**src/verilog/fer_readout_map.vh**
```
// Register offsets, reset values and scaling constants of the readout bank
`ifndef FER_READOUT_MAP_VH
`define FER_READOUT_MAP_VH

// ----------------------------------------------------------------
// Register offsets (register index, byte address is four times it)
// ----------------------------------------------------------------
`define FER_IDX_INIT_POS_ANGLE 12'h71a
`define FER_IDX_D_BEMF         12'h75c
`define FER_IDX_Q_BEMF         12'h75e
`define FER_IDX_VELOCITY       12'h76e
`define FER_IDX_ROTOR_ANGLE    12'h774
`define FER_IDX_UPDATE_COUNT   12'h7f0

// ----------------------------------------------------------------
// Widths and reset values
// ----------------------------------------------------------------
`define FER_ADDR_W             14
`define FER_DATA_W             32
`define FER_RESET_VALUE        32'h00000000
`define FER_UNMAPPED_VALUE     32'h00000000

// ----------------------------------------------------------------
// Fixed-point scaling: value = raw / 2^27 * full scale
// ----------------------------------------------------------------
`define FER_FRAC_BITS          27
`define FER_ANGLE_FULL_SCALE   360
`define FER_BEMF_FULL_SCALE    60

`endif

```
**src/verilog/fer_value_reg.v**
```verilog
// One read-only estimator result register with reset to zero
`timescale 1ns/1ps
`include "fer_readout_map.vh"

module fer_value_reg #(
  parameter WIDTH = 32
) (
  // Clock and reset
  input  wire             clk_sys,
  input  wire             rst,
  // Update from the estimator core
  input  wire             load,
  input  wire [WIDTH-1:0] value,
  // Held value
  output wire [WIDTH-1:0] held
);

  reg [WIDTH-1:0] held_q;

  always @(posedge clk_sys) begin
    if (rst) begin
      held_q <= `FER_RESET_VALUE;
    end else if (load) begin
      held_q <= value;
    end
  end

  assign held = held_q;

endmodule // fer_value_reg

```
**src/verilog/fer_readout_regs.v**
```verilog
// Estimator readout register bank with plain register port
//
// Our own choice: the strobed register port.
`timescale 1ns/1ps
`include "fer_readout_map.vh"

// What this block does
// Initial position angle: signed, raw/2^27*360 degrees
// D-axis back-EMF: signed, raw/2^27*60/sqrt3 volts
// Q-axis back-EMF: same signed scaling as d-axis
// Velocity: signed, raw/2^27 times full-scale speed
// Rotor angle signed, reader takes modulo 360
// Readouts sit at fixed printed offsets
// All readouts zero after reset, read-only
// Each read returns one coherent 32-bit snapshot
module fer_readout_regs #(
  parameter ADDR_W = `FER_ADDR_W,
  parameter DATA_W = `FER_DATA_W
) (
  // Clock and reset
  input  wire              clk_sys,
  input  wire              rst,
  // Register port
  input  wire [ADDR_W-1:0] regAddr,
  input  wire [DATA_W-1:0] regWrData,
  input  wire              regWrStb,
  input  wire              regRdStb,
  output wire [DATA_W-1:0] regRdData,
  // Estimator core results, taken together on resultValid, except initialPositionAngle (loaded on initialPositionValid)
  input  wire              resultValid,
  input  wire [DATA_W-1:0] initialPositionAngle,
  input  wire [DATA_W-1:0] dAxisBackEmf,
  input  wire [DATA_W-1:0] qAxisBackEmf,
  input  wire [DATA_W-1:0] rotorVelocityEstimate,
  input  wire [DATA_W-1:0] rotorAngleEstimate,
  // Angle result from initial position sensing, own strobe
  input  wire              initialPositionValid
);

  // ----------------------------------------------------------------
  // Held results
  // ----------------------------------------------------------------
  wire [DATA_W-1:0] ipaHeld;
  wire [DATA_W-1:0] dEmfHeld;
  wire [DATA_W-1:0] qEmfHeld;
  wire [DATA_W-1:0] velHeld;
  wire [DATA_W-1:0] angHeld;
  reg  [DATA_W-1:0] updCount_q;
  reg  [DATA_W-1:0] rdData_q;
  reg  [DATA_W-1:0] rdData_d;
  wire [ADDR_W-1:0] regIndex;

  // Whole words load in one edge, so a read never mixes updates
  fer_value_reg #(.WIDTH(DATA_W)) uIpa (
    .clk_sys (clk_sys),
    .rst     (rst),
    .load    (initialPositionValid),
    .value   (initialPositionAngle),
    .held    (ipaHeld)
  );

  fer_value_reg #(.WIDTH(DATA_W)) uDEmf (
    .clk_sys (clk_sys),
    .rst     (rst),
    .load    (resultValid),
    .value   (dAxisBackEmf),
    .held    (dEmfHeld)
  );

  fer_value_reg #(.WIDTH(DATA_W)) uQEmf (
    .clk_sys (clk_sys),
    .rst     (rst),
    .load    (resultValid),
    .value   (qAxisBackEmf),
    .held    (qEmfHeld)
  );

  fer_value_reg #(.WIDTH(DATA_W)) uVel (
    .clk_sys (clk_sys),
    .rst     (rst),
    .load    (resultValid),
    .value   (rotorVelocityEstimate),
    .held    (velHeld)
  );

  // Raw angle kept unwrapped; readers reduce modulo 360
  fer_value_reg #(.WIDTH(DATA_W)) uAng (
    .clk_sys (clk_sys),
    .rst     (rst),
    .load    (resultValid),
    .value   (rotorAngleEstimate),
    .held    (angHeld)
  );

  // ----------------------------------------------------------------
  // Update counter, shows estimator activity
  // ----------------------------------------------------------------
  always @(posedge clk_sys) begin
    if (rst) begin
      updCount_q <= `FER_RESET_VALUE;
    end else if (resultValid) begin
      updCount_q <= updCount_q + {{(DATA_W-1){1'b0}}, 1'b1};
    end
  end

  // ----------------------------------------------------------------
  // Read decode; writes are ignored
  // ----------------------------------------------------------------
  assign regIndex = regAddr >> 2;

  always @* begin
    rdData_d = `FER_UNMAPPED_VALUE;
    case (regIndex[11:0])
      `FER_IDX_INIT_POS_ANGLE: rdData_d = ipaHeld;
      `FER_IDX_D_BEMF:         rdData_d = dEmfHeld;
      `FER_IDX_Q_BEMF:         rdData_d = qEmfHeld;
      `FER_IDX_VELOCITY:       rdData_d = velHeld;
      `FER_IDX_ROTOR_ANGLE:    rdData_d = angHeld;
      `FER_IDX_UPDATE_COUNT:   rdData_d = updCount_q;
      default:                 rdData_d = `FER_UNMAPPED_VALUE;
    endcase
    if (regAddr[1:0] != 2'b00 ||
        regIndex[ADDR_W-1:12] != {(ADDR_W-12){1'b0}}) begin
      rdData_d = `FER_UNMAPPED_VALUE;
    end
  end

  // Read data valid only the cycle after the strobe
  always @(posedge clk_sys) begin
    if (rst) begin
      rdData_q <= `FER_RESET_VALUE;
    end else if (regRdStb) begin
      rdData_q <= rdData_d;
    end else begin
      rdData_q <= `FER_RESET_VALUE;
    end
  end

  // All registers read-only: write strobe and data have no effect
  assign regRdData = rdData_q;

endmodule // fer_readout_regs

```
**config.mk**
```make
export PLATFORM = sky130hd
export DESIGN_NAME = fer_readout_regs
export DESIGN_NICKNAME = d
export VERILOG_FILES = /design/src/verilog/fer_value_reg.v /design/src/verilog/fer_readout_regs.v
export VERILOG_INCLUDE_DIRS = /design/src /design/src/verilog
export SDC_FILE = /design/constraint.sdc
export NUM_CORES = 1
export LEC_CHECK = 0
export BUFFER_PORTS_ARGS = -buffer_cell sky130_fd_sc_hd__buf_4
export CELL_PAD_IN_SITES_DETAIL_PLACEMENT = 0
export CELL_PAD_IN_SITES_GLOBAL_PLACEMENT = 1
export CORE_MARGIN = 1
export CORE_UTILIZATION = 35
export DETAILED_ROUTE_END_ITERATION = 12
export MAX_ROUTING_LAYER = met4
export PLACE_DENSITY = 0.69
export SLEW_MARGIN = 0
export SYNTH_ARGS = -nofsm -noshare
export SYNTH_HDL_FRONTEND = slang
export SYNTH_SLANG_ARGS = --single-unit
```
**constraint.sdc**
```tcl
create_clock -name clk_sys -period 2.06 [get_ports clk_sys]
set_input_delay 0 -clock clk_sys [delete_from_list [all_inputs] [get_ports clk_sys]]
set_output_delay 0 -clock clk_sys [all_outputs]
set_load 0.05 [all_outputs]
```
After elaboration in Yosys (flattened, before gate mapping):

Index checks and enable logic that the tools add are counted.

* word-level logic and storage cells: 18
* flip-flop bits (word level): 224

* muxes and demuxes: 1
* add/sub/neg operators: 1
* bitwise logic cells: 1
* reduce and logical (&&, ||, !) cells: 2
* equal/unequal tests: 6

Operator list (number)
* 32-bit case mux with 6 select lines: 1
* 12-bit by 11-bit equality test with 1-bit output (second input constant): 6
* 32-bit by 1-bit adder with 32-bit output (second input constant): 1
* 3-bit OR reduction: 1
* 2-bit nonzero test: 1
* 1-bit inverter: 1

Longest topological paths before layout:

* depth in word-level cells: 2
* mapped depth: 7
* depth with buffers taken out: 5

Cells and area by module:

A second synthesis with hierarchy kept.

* cells, all modules: 1063
* area total of the unflattened synthesis: 10054.6 um^2

Modules (own cells, without submodules)
* fer_value_reg: area an instance 1163.6 um^2, cells an instance 103, seq. area each 640.6 um^2, instances 5
* fer_readout_regs: area an instance 4236.6 um^2, cells an instance 548, seq. area each 1281.2 um^2, instances 1

Least setup slack after synthesis:

OpenSTA, ideal clock, no wires.

* path kind: register to register
* start point: register updCount_q[0]
* end point: register updCount_q[24]
* cell stages (with the launch flop): 8
* data arrival time: 1.716 ns
* clock period less this slack: 1.786 ns
* slack: 0.274 ns
* cell sequence: dfxtp_1 > ha_1 > and4_1 > buf_2 > nand4_4 > buf_6 > or4_1 > a21oi_1

* cells in the longest elaborated chain, start to end: 1

Ends and longest elaborated chain
* start: declaration: line fer_readout_regs.v:48 `reg [DATA_W-1:0] updCount_q;`
* start signal: assignment: line fer_readout_regs.v:100 `` updCount_q <= `FER_RESET_VALUE; ``
* start signal: assignment: line fer_readout_regs.v:102 `updCount_q <= updCount_q + {{(DATA_W-1){1'b0}}, 1'b1};`
* 32-bit by 1-bit adder with 32-bit output: line fer_readout_regs.v:102

No other way between the ends.
A chain may end at the register's enable or synchronous reset.

Worst setup path in the final report:

* start point: register updCount_q[0]
* end point: register updCount_q[18]

Same word-level chain as after synthesis.

==> results_tabular.tex <==
\begin{tabular}{lr}
\hline
Metric & Value \\
\hline
\multicolumn{2}{l}{\textbf{Worst setup path}} \\
\quad Max incr delay on CP & 0.53 ns \\
\quad Chain of cells forming the critical path & ha\_1 -> and4\_4 -> nand4\_4 -> or4\_1 -> a21oi\_1 \\
\quad Launching element type of the critical path & flip-flop \\
\quad Slowest cell on the critical path & sky130\_fd\_sc\_hd\_\_or4\_1 \\
\quad Worst R2R Start & updCount\_q[0] \\
\quad Required time of the critical path & 2.51 ns \\
\quad Critical setup path kind & flip-flop to flip-flop \\
\quad Arrival time of the worst setup path & between 2 and 2.5 ns \\
\quad Count of cells along the worst register-to-register path & 5 \\
\quad Setup slack on the worst flop-to-flop path & roughly 0.18 ns \\
\quad Critical path fanouts, max & 8 \\
\quad Category of the worst setup path capture point & flip-flop \\
\quad R2r endpoint & updCount\_q[18] \\
\multicolumn{2}{l}{\textbf{Detailed routing}} \\
\quad Post-detailed-route via-to-cell ratio & 4.97 \\
\quad Number of remaining DRC errors & 0 \\
\quad Number of DRC violations after detailed-routing iteration 0 & between 500 and 600 \\
\quad Wire length after detailed routing & 32100 um \\
\quad Antenna Nets Post-Route & 0 \\
\quad Pre-Repair DR Iteration Count & 5 \\
\quad Average detailed-routed wire length per instance & about 17 um \\
\quad Via Count & 9316 \\
\multicolumn{2}{l}{\textbf{Clocking}} \\
\quad CTS buffer count & 27 \\
\quad Post-CTS setup buffer count & 0 \\
\quad Deepest level of the CTS H-tree & 1 \\
\quad Root buffer cell & sky130\_fd\_sc\_hd\_\_clkbuf\_16 \\
\quad Clk sinks & 224 \\
\quad Worst-Skew Late Latency & 0.55 ns \\
\quad Clock tree from TritonCTS & done \\
\quad Longest Clk Path Bufs & 3 \\
\quad Clock slew seen by the registers of the worst setup and hold paths & 0.06 ns \\
\multicolumn{2}{l}{\textbf{Logic synthesis}} \\
\quad Biggest area consumer among synthesized cells & sky130\_fd\_sc\_hd\_\_dfxtp\_1 \\
\quad Proportion of synthesized chip area in sequential cells & between 40\% and 50\% \\
\quad Register bit total from synthesis & 224 \\
\quad Combined area of all synthesized cells & 10200 um2 \\
\quad Net count after synthesis & 1348 \\
\quad Cell count after synthesis & between 1000 and 1500 \\
\quad Area share of the largest cell type after synthesis & about 44\% \\
\quad Avg Cell Area, Syn & 8.99 um2 \\
\quad Main area contributors after synthesis & sky130\_fd\_sc\_hd\_\_dfxtp\_1 44\%, sky130\_fd\_sc\_hd\_\_mux2i\_1 16\%, sky130\_fd\_sc\_hd\_\_nand3b\_1 9.6\% \\
\quad Distinct cell type count of the synthesized netlist & 35 \\
\quad Synth warn & 0 \\
\multicolumn{2}{l}{\textbf{Min path}} \\
\quad Launch point of the worst hold path & initialPositionValid \\
\quad Hold-critical path depth & 3 \\
\quad Type of the tightest min-delay check & input port to flip-flop \\
\quad Worst Hold Endpoint & uIpa.held[21] \\
\multicolumn{2}{l}{\textbf{Status}} \\
\quad Run status & finished, final reports clean \\
\multicolumn{2}{l}{\textbf{Die}} \\
\quad Std-Cell Rows & just over 60 \\
\quad DIE HEIGHT & 173 um \\
\quad Placeable core region & around 29000 um2 \\
\quad Die outline area & 29800 um2 \\
\quad Die X-Extent & around 170 um \\
\quad Number of I/O pins & between 200 and 250 \\
\quad Starting density of the core & $\sim$36\% \\
\multicolumn{2}{l}{\textbf{Placed design}} \\
\quad Final weighted congestion in routability-driven placement & 0.866 \\
\quad HPWL reported at the end of detailed placement & 21000 um \\
\quad Number of input and output port buffers inserted & 210 \\
\multicolumn{2}{l}{\textbf{Global route}} \\
\quad Global-route total usage across every layer & 21.5\% \\
\quad Antenna violations before repair & 1 \\
\quad Largest net degree at the start of global routing & 200 \\
\quad Total grt overflow & 0 \\
\quad Number of global-route vias before repair & 9044 \\
\quad Global-route wire length before repair & 50100 um \\
\multicolumn{2}{l}{\textbf{Timing}} \\
\quad Tightest slew margin relative to the limit & 36.0\% \\
\quad Hold Vio Cnt, Final & 0 \\
\quad Total negative setup slack & 0 ns \\
\quad Unrepaired setup endpoints after global routing & false \\
\quad Fraction of the cycle the final worst path needs & 91.2\% \\
\quad Clock skew after layout & 0.0239 ns \\
\quad Slew @ Worst Pin & 0.959 ns \\
\quad Pins over their slew limit & 0 \\
\quad Shortest period the worst path allows & 1.88 ns \\
\quad F\_max & 532 MHz \\
\quad Final-report setup violation count & 0 \\
\multicolumn{2}{l}{\textbf{Power and ir drop}} \\
\quad Combinational share of power & 11.6\% \\
\quad Static leakage & 6.17 nW \\
\quad Power Dens Cells & 718 nW/um2 \\
\quad Switching power & 2.51 mW \\
\quad Clock network fraction of total power & 44.8\% \\
\quad Worst-case vdd ir drop & 0.000559 V \\
\quad Switching fraction of total power & 23.6\% \\
\quad Internal Dissipation & approximately 8.1 mW \\
\quad Reg power frac & approximately 44\% \\
\multicolumn{2}{l}{\textbf{Run}} \\
\quad Total of max-cap violations & 0 \\
\multicolumn{2}{l}{\textbf{Cells and area}} \\
\quad Core Util, Final & 51.4\% \\
\quad Most common cell after layout, fill and taps aside & sky130\_fd\_sc\_hd\_\_buf\_4 \\
\quad Total Nets Final & between 1500 and 2000 \\
\quad Layout cell share with drive strength beyond 1 & 20.4\% \\
\quad P\&R area growth vs syn & 44.7\% \\
\quad Top library cells by usage in the layout, fill and taps aside & 237 x sky130\_fd\_sc\_hd\_\_buf\_4, 224 x sky130\_fd\_sc\_hd\_\_dfxtp\_1, 179 x sky130\_fd\_sc\_hd\_\_nor2\_1, 163 x sky130\_fd\_sc\_hd\_\_dlygate4sd3\_1, 161 x sky130\_fd\_sc\_hd\_\_mux2i\_1 \\
\hline
\end{tabular}
registers in the layout, indices dropped and copies added, names as in the netlist:
name        flops
uQEmf.held     32
regRdData      32
uAng.held      32
uDEmf.held     32
uIpa.held      32
updCount_q     32
uVel.held      32
stage by stage:
stage	worst slack, ns	area, um2	instances	total power [mW]	hold slack [ns]
3_5_place_dp	0.0785	12200	1663	5.70	0.240
4_1_cts	0.0432	14700	1872	10.7	0.00876
3_3_place_gp	0.130	12200	1663	5.68	0.232
5_1_grt	0.0329	14800	1875	11.0	0.0341
6_report	0.181	14800	1875	10.6	0.0137
2_1_floorplan	0.274	10200	1135	5.24	0.147
metal layers:
metal / routed length [um] / vias to the layer above / track usage [%]
li1: - / 4696 / -
met1: 15500 / 4359 / 29.5
met2: 14800 / 218 / 33.7
met3: 1250 / 43 / 2.62
met4: 627 / 0 / 4.87
met5: 0 / - / -
cells by family (layout without fill, tap and decap cells):
family	count (synthesis)	in the layout	share of synthesized area [%]
compound gates	188	188	10.1
xor+xnor	10	10	0.859
fa+ha+maj	1	1	0.123
simple gates	435	436	24.0
buf+inv	109	463	4.34
flops	224	224	44.0
mux	168	168	16.6
other cells	0	1	0
layout make-up:
class | instances | area (um2)
multi-input combinational | 803 | 5300
antenna | 1 | 2.50
clock buffer | 35 | 726
fill | 2693 | 13900
sequential | 224 | 4480
timing repair buffer | 410 | 3590
tap | 384 | 480
clock inverter | 12 | 154
inverter | 6 | 22.5
synth_stat cells:
| cell | number |
|---|---|
| sky130_fd_sc_hd__dfxtp_1 | 224 |
| sky130_fd_sc_hd__nor2_1 | 179 |
| sky130_fd_sc_hd__mux2i_1 | 161 |
| sky130_fd_sc_hd__nand3b_1 | 130 |
| sky130_fd_sc_hd__a21oi_1 | 110 |
| sky130_fd_sc_hd__clkbuf_1 | 73 |
| sky130_fd_sc_hd__o21ai_0 | 51 |
| sky130_fd_sc_hd__and3_1 | 49 |
| sky130_fd_sc_hd__a2111oi_0 | 18 |
| sky130_fd_sc_hd__buf_2 | 15 |
| sky130_fd_sc_hd__buf_1 | 13 |
| sky130_fd_sc_hd__nand2_1 | 12 |
| sky130_fd_sc_hd__nand3_1 | 10 |
| sky130_fd_sc_hd__o31ai_1 | 9 |
| sky130_fd_sc_hd__or4_1 | 9 |
| sky130_fd_sc_hd__nand4_1 | 8 |
| sky130_fd_sc_hd__nor2b_1 | 8 |
| sky130_fd_sc_hd__xor2_1 | 8 |
| sky130_fd_sc_hd__mux2_2 | 7 |
| sky130_fd_sc_hd__nor3_1 | 7 |
| sky130_fd_sc_hd__inv_1 | 6 |
| sky130_fd_sc_hd__and2_1 | 5 |
| sky130_fd_sc_hd__and4_1 | 5 |
| sky130_fd_sc_hd__or3_1 | 5 |
| sky130_fd_sc_hd__buf_6 | 2 |
| sky130_fd_sc_hd__xnor2_1 | 2 |
| sky130_fd_sc_hd__and4bb_2 | 1 |
| sky130_fd_sc_hd__ha_1 | 1 |
| sky130_fd_sc_hd__nand4_4 | 1 |
| sky130_fd_sc_hd__nand4b_1 | 1 |
| sky130_fd_sc_hd__nand4bb_1 | 1 |
| sky130_fd_sc_hd__nor4_1 | 1 |
| sky130_fd_sc_hd__nor4b_1 | 1 |
| sky130_fd_sc_hd__nor4b_2 | 1 |
| sky130_fd_sc_hd__or4b_2 | 1 |
worst max-delay path by stage:
stage	start	endpoint	depth (start not counted)
6_report	updCount_q[0]	updCount_q[18]	5
5_1_grt	updCount_q[0]	updCount_q[22]	5
4_1_cts	updCount_q[0]	updCount_q[22]	5
3_5_place_dp	updCount_q[0]	updCount_q[20]	5
3_3_place_gp	updCount_q[0]	updCount_q[18]	5
2_1_floorplan	updCount_q[0]	updCount_q[24]	7
repair_timing:
item	in CTS	in global routing
resized for setup	0	2
hold buffers	162	1
endpoints found under the setup margin	0	8
hold endpoints to repair	183	1
worst max-delay path: cells and delay by family, from the launching register on:
kind	cells	cell delay, ns
AND/OR/NAND/NOR	3	1.01
AO/OA/AOI/OAI	1	0.15
adder cells (fa/ha/maj)	1	0.20
flip-flops	1	0.42
power by group through the flow:
stage                     Combinational (mW)  Sequential [mW]  Clock [mW]
after floorplan                        0.556             4.69           0
after global placement                 0.973             4.71           0
after detailed placement               0.980             4.72           0
after CTS                               1.23             4.62        4.87
after global routing                    1.33             4.64        5.06
final                                   1.23             4.62        4.76
No activity file was read; power rests on OpenSTA's default activity.
